`src/include/accel_regs_pkg.sv`:
```
// Register map, field positions, reset values and timing for the accelerometer register bank.
// Assumes a single 25 MHz core clock shared with the serial front end that issues byte accesses.
package accel_regs_pkg;

  // Register addresses
  localparam logic [7:0] ADDR_Z_LOW         = 8'h0a;
  localparam logic [7:0] ADDR_Z_HIGH        = 8'h0b;
  localparam logic [7:0] ADDR_SELFTEST_RESP = 8'h0c;
  localparam logic [7:0] ADDR_ID            = 8'h0f;
  localparam logic [7:0] ADDR_SRC_PRIMARY   = 8'h16;
  localparam logic [7:0] ADDR_SRC_AXIS      = 8'h17;
  localparam logic [7:0] ADDR_STATUS        = 8'h18;
  localparam logic [7:0] ADDR_RELEASE       = 8'h1a;
  localparam logic [7:0] ADDR_MAIN_CTRL     = 8'h1b;

  // Main control fields
  localparam int unsigned CTRL_OPERATE_BIT = 7;
  localparam int unsigned CTRL_WIDTH_BIT   = 6;
  localparam int unsigned CTRL_IRQ_EN_BIT  = 5;
  localparam int unsigned CTRL_RANGE_HI    = 4;
  localparam int unsigned CTRL_RANGE_LO    = 3;
  localparam int unsigned CTRL_WAKE_EN_BIT = 1;
  localparam logic [7:0]  CTRL_WRITE_MASK  = 8'hfa;
  localparam logic [7:0]  CTRL_OPER_MASK   = 8'h80;
  localparam logic [7:0]  MAIN_CTRL_RESET  = 8'h00;
  localparam logic [1:0]  RANGE_WIDE_CODE  = 2'h3;

  // Source and status fields
  localparam int unsigned SRC_READY_BIT  = 4;
  localparam int unsigned SRC_WAKE_BIT   = 1;
  localparam int unsigned STATUS_IRQ_BIT = 4;
  localparam int unsigned AXIS_BITS      = 6;

  // Self-test patterns and fixed read values
  localparam logic [7:0] SELFTEST_IDLE   = 8'h55;
  localparam logic [7:0] SELFTEST_ACTIVE = 8'haa;
  localparam logic [7:0] READ_ZERO       = 8'h00;

  // Pulse mode interrupt width
  localparam int unsigned CLK_PERIOD_NS    = 40;
  localparam int unsigned IRQ_PULSE_MIN_NS = 30000;
  localparam int unsigned IRQ_PULSE_CYCLES = (IRQ_PULSE_MIN_NS + CLK_PERIOD_NS - 1) / CLK_PERIOD_NS;
  localparam int unsigned PULSE_CNT_W      = 10;

  typedef enum logic [0:0] {
    IRQ_IDLE  = 1'b0,
    IRQ_PULSE = 1'b1
  } irq_state_t;

endpackage : accel_regs_pkg

```
`src/accel_output_interrupt_regs.sv`:
```
// Register bank for the Z output, self-test response, identification, interrupt sources and main control.
// Assumes a serial front end on core_clk delivering one-cycle read/write strobes per byte with an address,
// and holding read_burst_active for the whole of a multi-byte read. All inputs are on core_clk.
//
// Contract
// - Z low byte shows sample bits 5 to 2 in bits 7 to 4 (5 to 0 in bits 7 to 2 with range code 11, zero in 8-bit).
// - Z high byte shows sample bits 13 to 6.
// - Self-test response reads 0x55 unless a test is pending, then 0xaa.
// - Reading the response while it holds 0xaa restores 0x55.
// - A read-only identification byte identifies the supplier.
// - Source registers update on events and stay latched until release read, or for the ready bit a data read.
// - An unlatched mode lets results lapse without a release read.
// - Release read clears the whole primary source register.
// - Ready bit sets on new sample; clears on data read or release read.
// - Wake bit sets on motion interrupt; clears only on release read, or at pulse end in unlatched mode.
// - Axis register reports X-,X+,Y-,Y+,Z-,Z+ in bits 5..0; release clears.
// - Status bit 4 is ready OR wake; clears with release, or with data read while wake is clear.
// - Release read clears sources, drops latched pin, returns 0x00.
// - Control bit 7 selects standby (0) or operating (1).
// - Control bit 6 selects 8-bit low current or 12/14-bit resolution.
// - Control bit 5 lets sample ready raise the interrupt.
// - Control bits 4:3 select 2g, 4g, 8g, 8g.
// - Range code 11 gives 14-bit output in full resolution only.
// - Control bit 1 enables wake-up motion detection.
// - Outputs are two's complement, 14-bit, 12-bit or 8-bit valid.
// - Outputs refresh per sample and are frozen during a host read.
`timescale 1ns/1ns

module accel_output_interrupt_regs #(
  parameter int unsigned SAMPLE_W = 14,
  parameter logic [7:0]  ID_VALUE = 8'h5a  // Arbitrary value
) (
  // Clock and reset
  input  wire logic                                      core_clk,
  input  wire logic                                      reset,
  // Register access from the serial front end
  input  wire logic [7:0]                                reg_addr,
  input  wire logic                                      reg_rd_stb,
  input  wire logic                                      reg_wr_stb,
  input  wire logic [7:0]                                reg_wdata,
  input  wire logic                                      read_burst_active,
  output logic      [7:0]                                reg_rdata,
  // Sensing core
  input  wire logic [SAMPLE_W-1:0]                       z_sample_in,
  input  wire logic                                      sample_strobe,
  input  wire logic                                      motion_strobe,
  input  wire logic [accel_regs_pkg::AXIS_BITS-1:0]      motion_axis,
  // Settings held in neighbouring control registers
  input  wire logic                                      comm_selftest_trigger,
  input  wire logic                                      irq_unlatched_mode,
  // Interrupt and control outputs
  output logic                                           irq_pin,
  output logic                                           operate_select,
  output logic                                           resolution_select,
  output logic                                           sample_ready_irq_enable,
  output logic      [1:0]                                range_select,
  output logic                                           motion_wake_enable
);
  import accel_regs_pkg::*;

  initial begin
    if (SAMPLE_W != 14) $error("SAMPLE_W must be 14");
    if (IRQ_PULSE_CYCLES >= (1 << PULSE_CNT_W)) $error("Pulse counter too narrow");
  end

  typedef struct packed {
    logic [7:0]             main_control;
    logic [7:0]             z_low;
    logic [7:0]             z_high;
    logic [SAMPLE_W-1:0]    held_sample;
    logic                   sample_pending;
    logic                   src_ready;
    logic                   src_wake;
    logic [AXIS_BITS-1:0]   axis;
    logic                   selftest_pending;
    logic [7:0]             rdata;
    logic                   irq_pin;
    irq_state_t             irq_state;
    logic [PULSE_CNT_W-1:0] pulse_count;
  } bank_state_t;

  bank_state_t s;
  bank_state_t next_s;

  // Formats a sample into {high, low} by resolution and range
  function automatic logic [15:0] format_sample(input logic [SAMPLE_W-1:0] smp,
                                                input logic wide, input logic [1:0] rng);
    logic [15:0] r;
    r = 16'h0000;
    if (!wide) begin
      r = {smp[13:6], READ_ZERO};
    end else if (rng == RANGE_WIDE_CODE) begin
      r = {smp[13:6], smp[5:0], 2'b00};
    end else begin
      r = {smp[13:6], smp[5:2], 4'h0};
    end
    return r;
  endfunction : format_sample

  logic       operating;
  logic       load_now;
  logic       rd_release;
  logic       rd_data;
  logic       wake_event;
  logic       new_irq;
  logic [15:0] formatted;

  always_comb begin
    next_s     = s;
    operating  = s.main_control[CTRL_OPERATE_BIT];
    rd_release = reg_rd_stb && (reg_addr == ADDR_RELEASE);
    rd_data    = reg_rd_stb && (reg_addr == ADDR_Z_HIGH);
    wake_event = motion_strobe && operating && s.main_control[CTRL_WAKE_EN_BIT];
    formatted  = format_sample(s.held_sample, s.main_control[CTRL_WIDTH_BIT],
                               s.main_control[CTRL_RANGE_HI:CTRL_RANGE_LO]);
    new_irq    = 1'b0;

    // Sample capture; outputs frozen while a read burst runs
    if (sample_strobe && operating) begin
      next_s.held_sample    = z_sample_in;
      next_s.sample_pending = 1'b1;
    end
    load_now = (s.sample_pending || (sample_strobe && operating)) && !read_burst_active;
    if (s.sample_pending && !read_burst_active) begin
      next_s.z_high         = formatted[15:8];
      next_s.z_low          = formatted[7:0];
      next_s.sample_pending = sample_strobe && operating;
    end

    // Ready flag: clear on data or release read, set wins
    if (rd_data || rd_release) begin
      next_s.src_ready = 1'b0;
    end
    if (s.sample_pending && !read_burst_active) begin
      next_s.src_ready = 1'b1;
      new_irq          = s.main_control[CTRL_IRQ_EN_BIT];
    end

    // Wake flag and axis report: release read here, pulse end in unlatched mode below, set wins
    if (rd_release) begin
      next_s.src_wake = 1'b0;
      next_s.axis     = '0;
    end
    if (wake_event) begin
      next_s.src_wake = 1'b1;
      next_s.axis     = next_s.axis | motion_axis;
      new_irq         = 1'b1;
    end

    // Self-test response
    if (reg_rd_stb && (reg_addr == ADDR_SELFTEST_RESP) && s.selftest_pending) begin
      next_s.selftest_pending = 1'b0;
    end
    if (comm_selftest_trigger) begin
      next_s.selftest_pending = 1'b1;
    end

    // Main control; only the operate bit is writable while operating
    if (reg_wr_stb && (reg_addr == ADDR_MAIN_CTRL)) begin
      if (operating) begin
        next_s.main_control = (s.main_control & ~CTRL_OPER_MASK) |
                              (reg_wdata & CTRL_OPER_MASK);
      end else begin
        next_s.main_control = reg_wdata & CTRL_WRITE_MASK;
      end
    end

    // Read data
    if (reg_rd_stb) begin
      unique case (reg_addr)
        ADDR_Z_LOW:         next_s.rdata = s.z_low;
        ADDR_Z_HIGH:        next_s.rdata = s.z_high;
        ADDR_SELFTEST_RESP: next_s.rdata = s.selftest_pending ? SELFTEST_ACTIVE : SELFTEST_IDLE;
        ADDR_ID:            next_s.rdata = ID_VALUE;
        ADDR_SRC_PRIMARY: begin
          next_s.rdata                = READ_ZERO;
          next_s.rdata[SRC_READY_BIT] = s.src_ready;
          next_s.rdata[SRC_WAKE_BIT]  = s.src_wake;
        end
        ADDR_SRC_AXIS:      next_s.rdata = {2'b00, s.axis};
        ADDR_STATUS: begin
          next_s.rdata                 = READ_ZERO;
          next_s.rdata[STATUS_IRQ_BIT] = s.src_ready || s.src_wake;
        end
        ADDR_RELEASE:       next_s.rdata = READ_ZERO;
        ADDR_MAIN_CTRL:     next_s.rdata = s.main_control;
        default:            next_s.rdata = READ_ZERO;
      endcase
    end

    // Interrupt pin: latched level or timed pulse
    unique case (s.irq_state)
      IRQ_IDLE: begin
        if (irq_unlatched_mode && new_irq) begin
          next_s.irq_state   = IRQ_PULSE;
          next_s.pulse_count = PULSE_CNT_W'(IRQ_PULSE_CYCLES - 1);
        end
      end
      IRQ_PULSE: begin
        if (s.pulse_count == '0) begin
          next_s.irq_state = IRQ_IDLE;
          if (!new_irq && !s.sample_pending) begin
            next_s.src_ready = 1'b0;
          end
          if (!wake_event) begin
            next_s.src_wake = 1'b0;
            next_s.axis     = '0;
          end
        end else begin
          next_s.pulse_count = s.pulse_count - 1'b1;
        end
      end
    endcase
    if (irq_unlatched_mode) begin
      next_s.irq_pin = (next_s.irq_state == IRQ_PULSE);
    end else begin
      next_s.irq_pin = (next_s.src_ready && s.main_control[CTRL_IRQ_EN_BIT]) || next_s.src_wake;
    end
  end

  always_ff @(posedge core_clk or posedge reset) begin
    if (reset) begin
      s              <= '0;
      s.main_control <= MAIN_CTRL_RESET;
      s.irq_state    <= IRQ_IDLE;
    end else begin
      s <= next_s;
    end
  end

  assign reg_rdata               = s.rdata;
  assign irq_pin                 = s.irq_pin;
  assign operate_select          = s.main_control[CTRL_OPERATE_BIT];
  assign resolution_select       = s.main_control[CTRL_WIDTH_BIT];
  assign sample_ready_irq_enable = s.main_control[CTRL_IRQ_EN_BIT];
  assign range_select            = s.main_control[CTRL_RANGE_HI:CTRL_RANGE_LO];
  assign motion_wake_enable      = s.main_control[CTRL_WAKE_EN_BIT];

  // Checks
  property p_hold_during_read;
    @(posedge core_clk) disable iff (reset)
    read_burst_active |=> $stable(s.z_high) && $stable(s.z_low);
  endproperty
  a_hold_during_read: assert property (p_hold_during_read) else $error("Output changed during read");

  property p_selftest_idle;
    @(posedge core_clk) disable iff (reset)
    reg_rd_stb && (reg_addr == ADDR_SELFTEST_RESP) && !s.selftest_pending |=> reg_rdata == SELFTEST_IDLE;
  endproperty
  a_selftest_idle: assert property (p_selftest_idle) else $error("Idle pattern wrong");

  property p_selftest_restore;
    @(posedge core_clk) disable iff (reset)
    reg_rd_stb && (reg_addr == ADDR_SELFTEST_RESP) && s.selftest_pending && !comm_selftest_trigger
      |=> (reg_rdata == SELFTEST_ACTIVE) && !s.selftest_pending;
  endproperty
  a_selftest_restore: assert property (p_selftest_restore) else $error("Pattern not restored");

  property p_release_clears;
    @(posedge core_clk) disable iff (reset)
    rd_release && !load_now && !wake_event |=> !s.src_ready && !s.src_wake && (s.axis == '0);
  endproperty
  a_release_clears: assert property (p_release_clears) else $error("Release left sources set");

  property p_release_pin;
    @(posedge core_clk) disable iff (reset)
    rd_release && !load_now && !wake_event && !irq_unlatched_mode |=> !irq_pin;
  endproperty
  a_release_pin: assert property (p_release_pin) else $error("Pin still active after release");

  property p_ready_set;
    @(posedge core_clk) disable iff (reset)
    s.sample_pending && !read_burst_active |=> s.src_ready;
  endproperty
  a_ready_set: assert property (p_ready_set) else $error("Ready flag not set");

  property p_wake_axis;
    @(posedge core_clk) disable iff (reset)
    wake_event |=> s.src_wake && ((s.axis & $past(motion_axis)) == $past(motion_axis));
  endproperty
  a_wake_axis: assert property (p_wake_axis) else $error("Motion not reported");

  property p_status_or;
    @(posedge core_clk) disable iff (reset)
    reg_rd_stb && (reg_addr == ADDR_STATUS) |=> reg_rdata[STATUS_IRQ_BIT] == $past(s.src_ready || s.src_wake);
  endproperty
  a_status_or: assert property (p_status_or) else $error("Status bit mismatch");

  property p_ctrl_locked;
    @(posedge core_clk) disable iff (reset)
    reg_wr_stb && (reg_addr == ADDR_MAIN_CTRL) && operating |=> s.main_control[6:0] == $past(s.main_control[6:0]);
  endproperty
  a_ctrl_locked: assert property (p_ctrl_locked) else $error("Control changed while operating");

  property p_standby_no_wake;
    @(posedge core_clk) disable iff (reset)
    motion_strobe && !operating && !rd_release && (s.irq_state == IRQ_IDLE) |=> $stable(s.src_wake);
  endproperty
  a_standby_no_wake: assert property (p_standby_no_wake) else $error("Wake set in standby");

  c_selftest: cover property (@(posedge core_clk) disable iff (reset)
    comm_selftest_trigger ##[1:20] (reg_rd_stb && reg_addr == ADDR_SELFTEST_RESP));
  c_release: cover property (@(posedge core_clk) disable iff (reset) irq_pin ##[1:50] rd_release);
  c_pulse: cover property (@(posedge core_clk) disable iff (reset) s.irq_state == IRQ_PULSE ##1 s.irq_state == IRQ_IDLE);
  c_frozen: cover property (@(posedge core_clk) disable iff (reset) read_burst_active && sample_strobe && operating);

endmodule : accel_output_interrupt_regs

```
`config.mk`:
```
export PLATFORM = sky130hd
export DESIGN_NAME = accel_output_interrupt_regs
export DESIGN_NICKNAME = d
export VERILOG_FILES = /design/src/include/accel_regs_pkg.sv /design/src/accel_output_interrupt_regs.sv
export SDC_FILE = /design/constraint.sdc
export NUM_CORES = 1
export LEC_CHECK = 0
export BUFFER_PORTS_ARGS = -buffer_cell sky130_fd_sc_hd__buf_2
export CORE_AREA = 4 4 86 88
export DETAILED_ROUTE_END_ITERATION = 8
export DIE_AREA = 0 0 90 92
export GPL_ROUTABILITY_DRIVEN = 0
export PLACE_DENSITY = 0.81
export SLEW_MARGIN = 20
export SYNTH_ARGS = -nofsm -noshare
export SYNTH_HDL_FRONTEND = slang
export SYNTH_SLANG_ARGS = --single-unit
```
`constraint.sdc`:
```
create_clock -name core_clk -period 3.2 [get_ports core_clk]
set_input_delay 0.48 -clock core_clk [delete_from_list [all_inputs] [get_ports core_clk]]
set_output_delay 0.48 -clock core_clk [all_outputs]
set_load 0.02 [all_outputs]
```
# == After elaboration in Yosys (flattened, before gate mapping) ==
# Index checks and enable logic that the tools add are counted.
# classes
mux,24
mul,0
n_bitwise,3
n_addsub,1
n_div,0
shifts,0
n_reduce_logical,22
eq_ne,12
magnitude_cmp,0
# op_table
op,n
one-hot mux 8 bit (8 select lines),1
== test 8 x 5 -> 1 bit (second input constant),5
2-to-1 mux 8 bit,5
== test 8 x 4 -> 1 bit (second input constant),4
one-hot mux 11 bit (2 select lines),1
2-to-1 mux 7 bit,3
logical AND 1 bit,12
2-to-1 mux 1 bit,11
2-to-1 mux 11 bit,1
logical NOT 10 bit,1
2-to-1 mux 10 bit,1
subtractor 10 x 1 -> 10 bit (second input constant),1
bitwise OR 7 x 8 -> 8 bit,1
bitwise OR 6 bit,1
2-to-1 mux 4 bit,1
inequality test 2 bit (second input constant),2
nonzero test 2 bit,2
logical NOT 1 bit,3
logical OR 1 bit,3
== test 2 bit (second input constant),1
AND reduction 2 bit,1
NOT 1 bit,1
# word_totals
output_inout_bits,15
mem_bits_rw,0
wordCells,75
romBits,0
in_bits,45
register_bits,68
latchBits,0
n_memories,0

# == Longest topological paths before layout ==
# logic_depth
depth_word,12
mapped_depth,7
ltp_nobuf,6

# == Least setup slack after synthesis ==
# OpenSTA, ideal clock, no wires.
# synth_path
kind,input to register
from,in reg_addr[7]
to,reg s (netlist bit irq_pin)
setup_slack_ns,1.050
n_path_buf,1
setup_ns,0.131
t_arrival_ns,2.019
path_stages,5
path_cell_list,or4b_1 > buf_2 > o41a_1 > o2bb2ai_1 > or3_1
# synth_lines
item,line_no,source
from (decl),accel_output_interrupt_regs.sv:37,"input wire logic [7:0] reg_addr,"
to (signal assigned),accel_output_interrupt_regs.sv:227,s <= next_s;
to (decl),accel_output_interrupt_regs.sv:82,bank_state_t s;

==> out/metrics.cfg <==
[route]
drt_first_pass_iters = 5
routed_wl_mm = 7.68
wire_per_inst_um = 17.3
drt_iter0_drc = 205
drc_errors = 0
ant_nets = 0
num_vias = 2653
viasPerCell = 5.96

[worst_setup_path]
startpoint_type = flip-flop
endpoint_kind = flip-flop
reg2reg_depth = 6
critPathRequiredTime_ns = 3.42
crit-reg2reg-launch = s[0]
reg2reg_to = irq_pin
arrival_ns = 2.62
reg2reg_slack_ns = 0.80
criticalPathCategory = reg -> reg
path_max_fanout = 9

[floorplanning]
chipWidth_um = 90
die_h_um = 92
io-pin-count = 60
design.core.area_um2 = 6640
start_util_pct = 50.0
die_area_um2 = 8280
rows = 30

[clock_network]
cts_max_level = 3
cts_buffer_depth = 2
numCtsBuffers = 9
cts_tree = built
ctsHoldBuffers = 0
cts_setup_buffers = 0
ctsResizeCount = 0
root_buffer = clkbuf_8
cts_sinks = 64
cts.clk_slew.worst_paths_ns = 0.07
clock_latency_ns = 0.35

[yosys]
async_reset_ff_share_pct = 100
ys_seq_area_share_pct = 48.2
yosysTopAreaCell = dfrtp_1
synth-edff-count = 0
netlist.area_leader.share_pct = 48.2
ys.warnings.count = 0
synth.distinct_cells = 50
synth_area_leaders = dfrtp_1 48%, mux2_2 9.8%, nor3_1 2.7%
synthTopCellsByCount = 64 x dfrtp_1, 29 x mux2_2, 21 x nand2_1
post_synth_inst_count = 321
synth_seq_cells = 64
syn_avg_cell_area_um2 = 10.4
yosysMostFrequentCell = dfrtp_1
syn-cell-area_um2 = 3320
ys.flop_type = dfrtp_1
synth_fp_nets = 368

[placement]
place.port_buffers = 57
dp_hpwl_mm = 5.44

[grt]
gr-total-overflow = 0
grt_pass1_wl_mm = 12.7
antenna_found_initial = 0
grt_max_degree = 57
first_global_vias = 2578
grt_usage_pct = 19.2

[layout]
antenna-diode-count = 0
final_nets = 407
drive_gt1_share_pct = 29.9
syn_to_final_growth_pct = 14.1
fin_util_pct = 57.1

[sta]
tns_ns = 0
worst_pin_slew_ns = 0.804
whs_ns = 0.235
rsz0062_at_grt = no
period_share_pct = 74.9
finalClockSkew_ns = 0.00775
clock.fmax_mhz = 417
slew_violations = 0
relSlewSlack_pct = 46.4
setup_viol = 0
min_period_ns = 2.40
final_hold_viol_count = 0

[power_and_ir_drop]
peakVddDrop_mv = 0.360
p_leak_nw = 1.71
pwr_density_cell_nw_per_um2 = 507

[flow_run]
maxCapViolations = 0

[status]
status = finished, final reports clean

[min_path]
worstHoldPathType = in -> async

==> critical path: stages, from the launching register on <==
cell	delay [ns]
dfrtp_1	0.41
inv_1	0.09
ha_1	0.15
or4b_1	0.61
nor4_1	0.57
a2111oi_0	0.12
or3_1	0.32
==> placed cells by master (no fill, tap or decap), drive strengths merged, types with 3 or more instances in the layout <==
cell type  count
a2111oi        3
a211oi         5
a21oi          7
a22o           6
a311oi         5
and2           3
and3           3
buf           58
clkbuf         9
clkinv         3
dfrtp         64
inv           14
mux2          29
mux2i          8
nand2         21
nand2b         5
nand3          7
nand4          4
nor2          17
nor2b          6
nor3          18
nor4           9
o21ai         12
o31ai          4
or3            4
or4b           6
xnor2          3
==> logic make-up after synthesis <==
logic type                 share of synthesized area (%)
AOI/OAI and AO/OA                                   11.8
xor gates and xnor gates                            1.32
adders and majority gates                          0.753
buffers and inverters                               5.98
DFF                                                 48.2
muxes                                               12.2
and+or+nand+nor                                     19.8
==> how the worst max path moves through the flow <==
stage	startpoint	endpoint	slack [ns]	cells past startpoint
2_1_floorplan	reg_addr[7]	irq_pin	1.05	5
3_3_place_gp	reg_addr[7]	irq_pin	0.84	5
3_5_place_dp	s[0]	irq_pin	0.83	6
4_1_cts	s[0]	irq_pin	0.82	6
5_1_grt	s[0]	irq_pin	0.58	6
6_report	s[0]	irq_pin	0.80	6
==> power breakdown <==
| group | internal, mW | total [mW] | switching (mW) |
|---|---|---|---|
| Combinational | 0.0987 | 0.200 | 0.101 |
| Sequential | 0.883 | 0.929 | 0.0460 |
| Clock | 0.448 | 0.795 | 0.347 |
| Total | 1.43 | 1.92 | 0.494 |
==> routing by layer <==
layer	wire length (um)	vias up	share of wire, %	GRT usage, %
met5	0	-	0	0
met4	170	0	2.2	9.06
met3	493	13	6.4	3.53
met2	3600	108	47	28.9
met1	3420	1285	45	26.8
li1	-	1247	-	-
==> flip-flops by register name, indices dropped and copies added (netlist names) <==
signal                   flops
sample_ready_irq_enable      1
reg_rdata                    8
irq_pin                      1
s                           49
range_select                 2
motion_wake_enable           1
resolution_select            1
operate_select               1
==> through the flow <==
stage	total power [mW]	cells	instance area (um^2)	worst slack, ns
after floorplan	1.07	321	3320	1.05
after global placement	1.13	429	3560	0.838
after detailed placement	1.14	429	3570	0.827
after CTS	1.94	445	3790	0.816
after global routing	2.00	445	3790	0.580
final	1.92	445	3790	0.804
==> cell type report <==
class	count	area, um^2
fillers	560	2850
flip-flops and latches	64	1600
multi-input cells	215	1520
repair buffers	58	293
clock buffers	9	124
clock inverters	7	104
well taps	80	100
inverters	12	47.5
No activity file was read; power rests on OpenSTA's default activity.
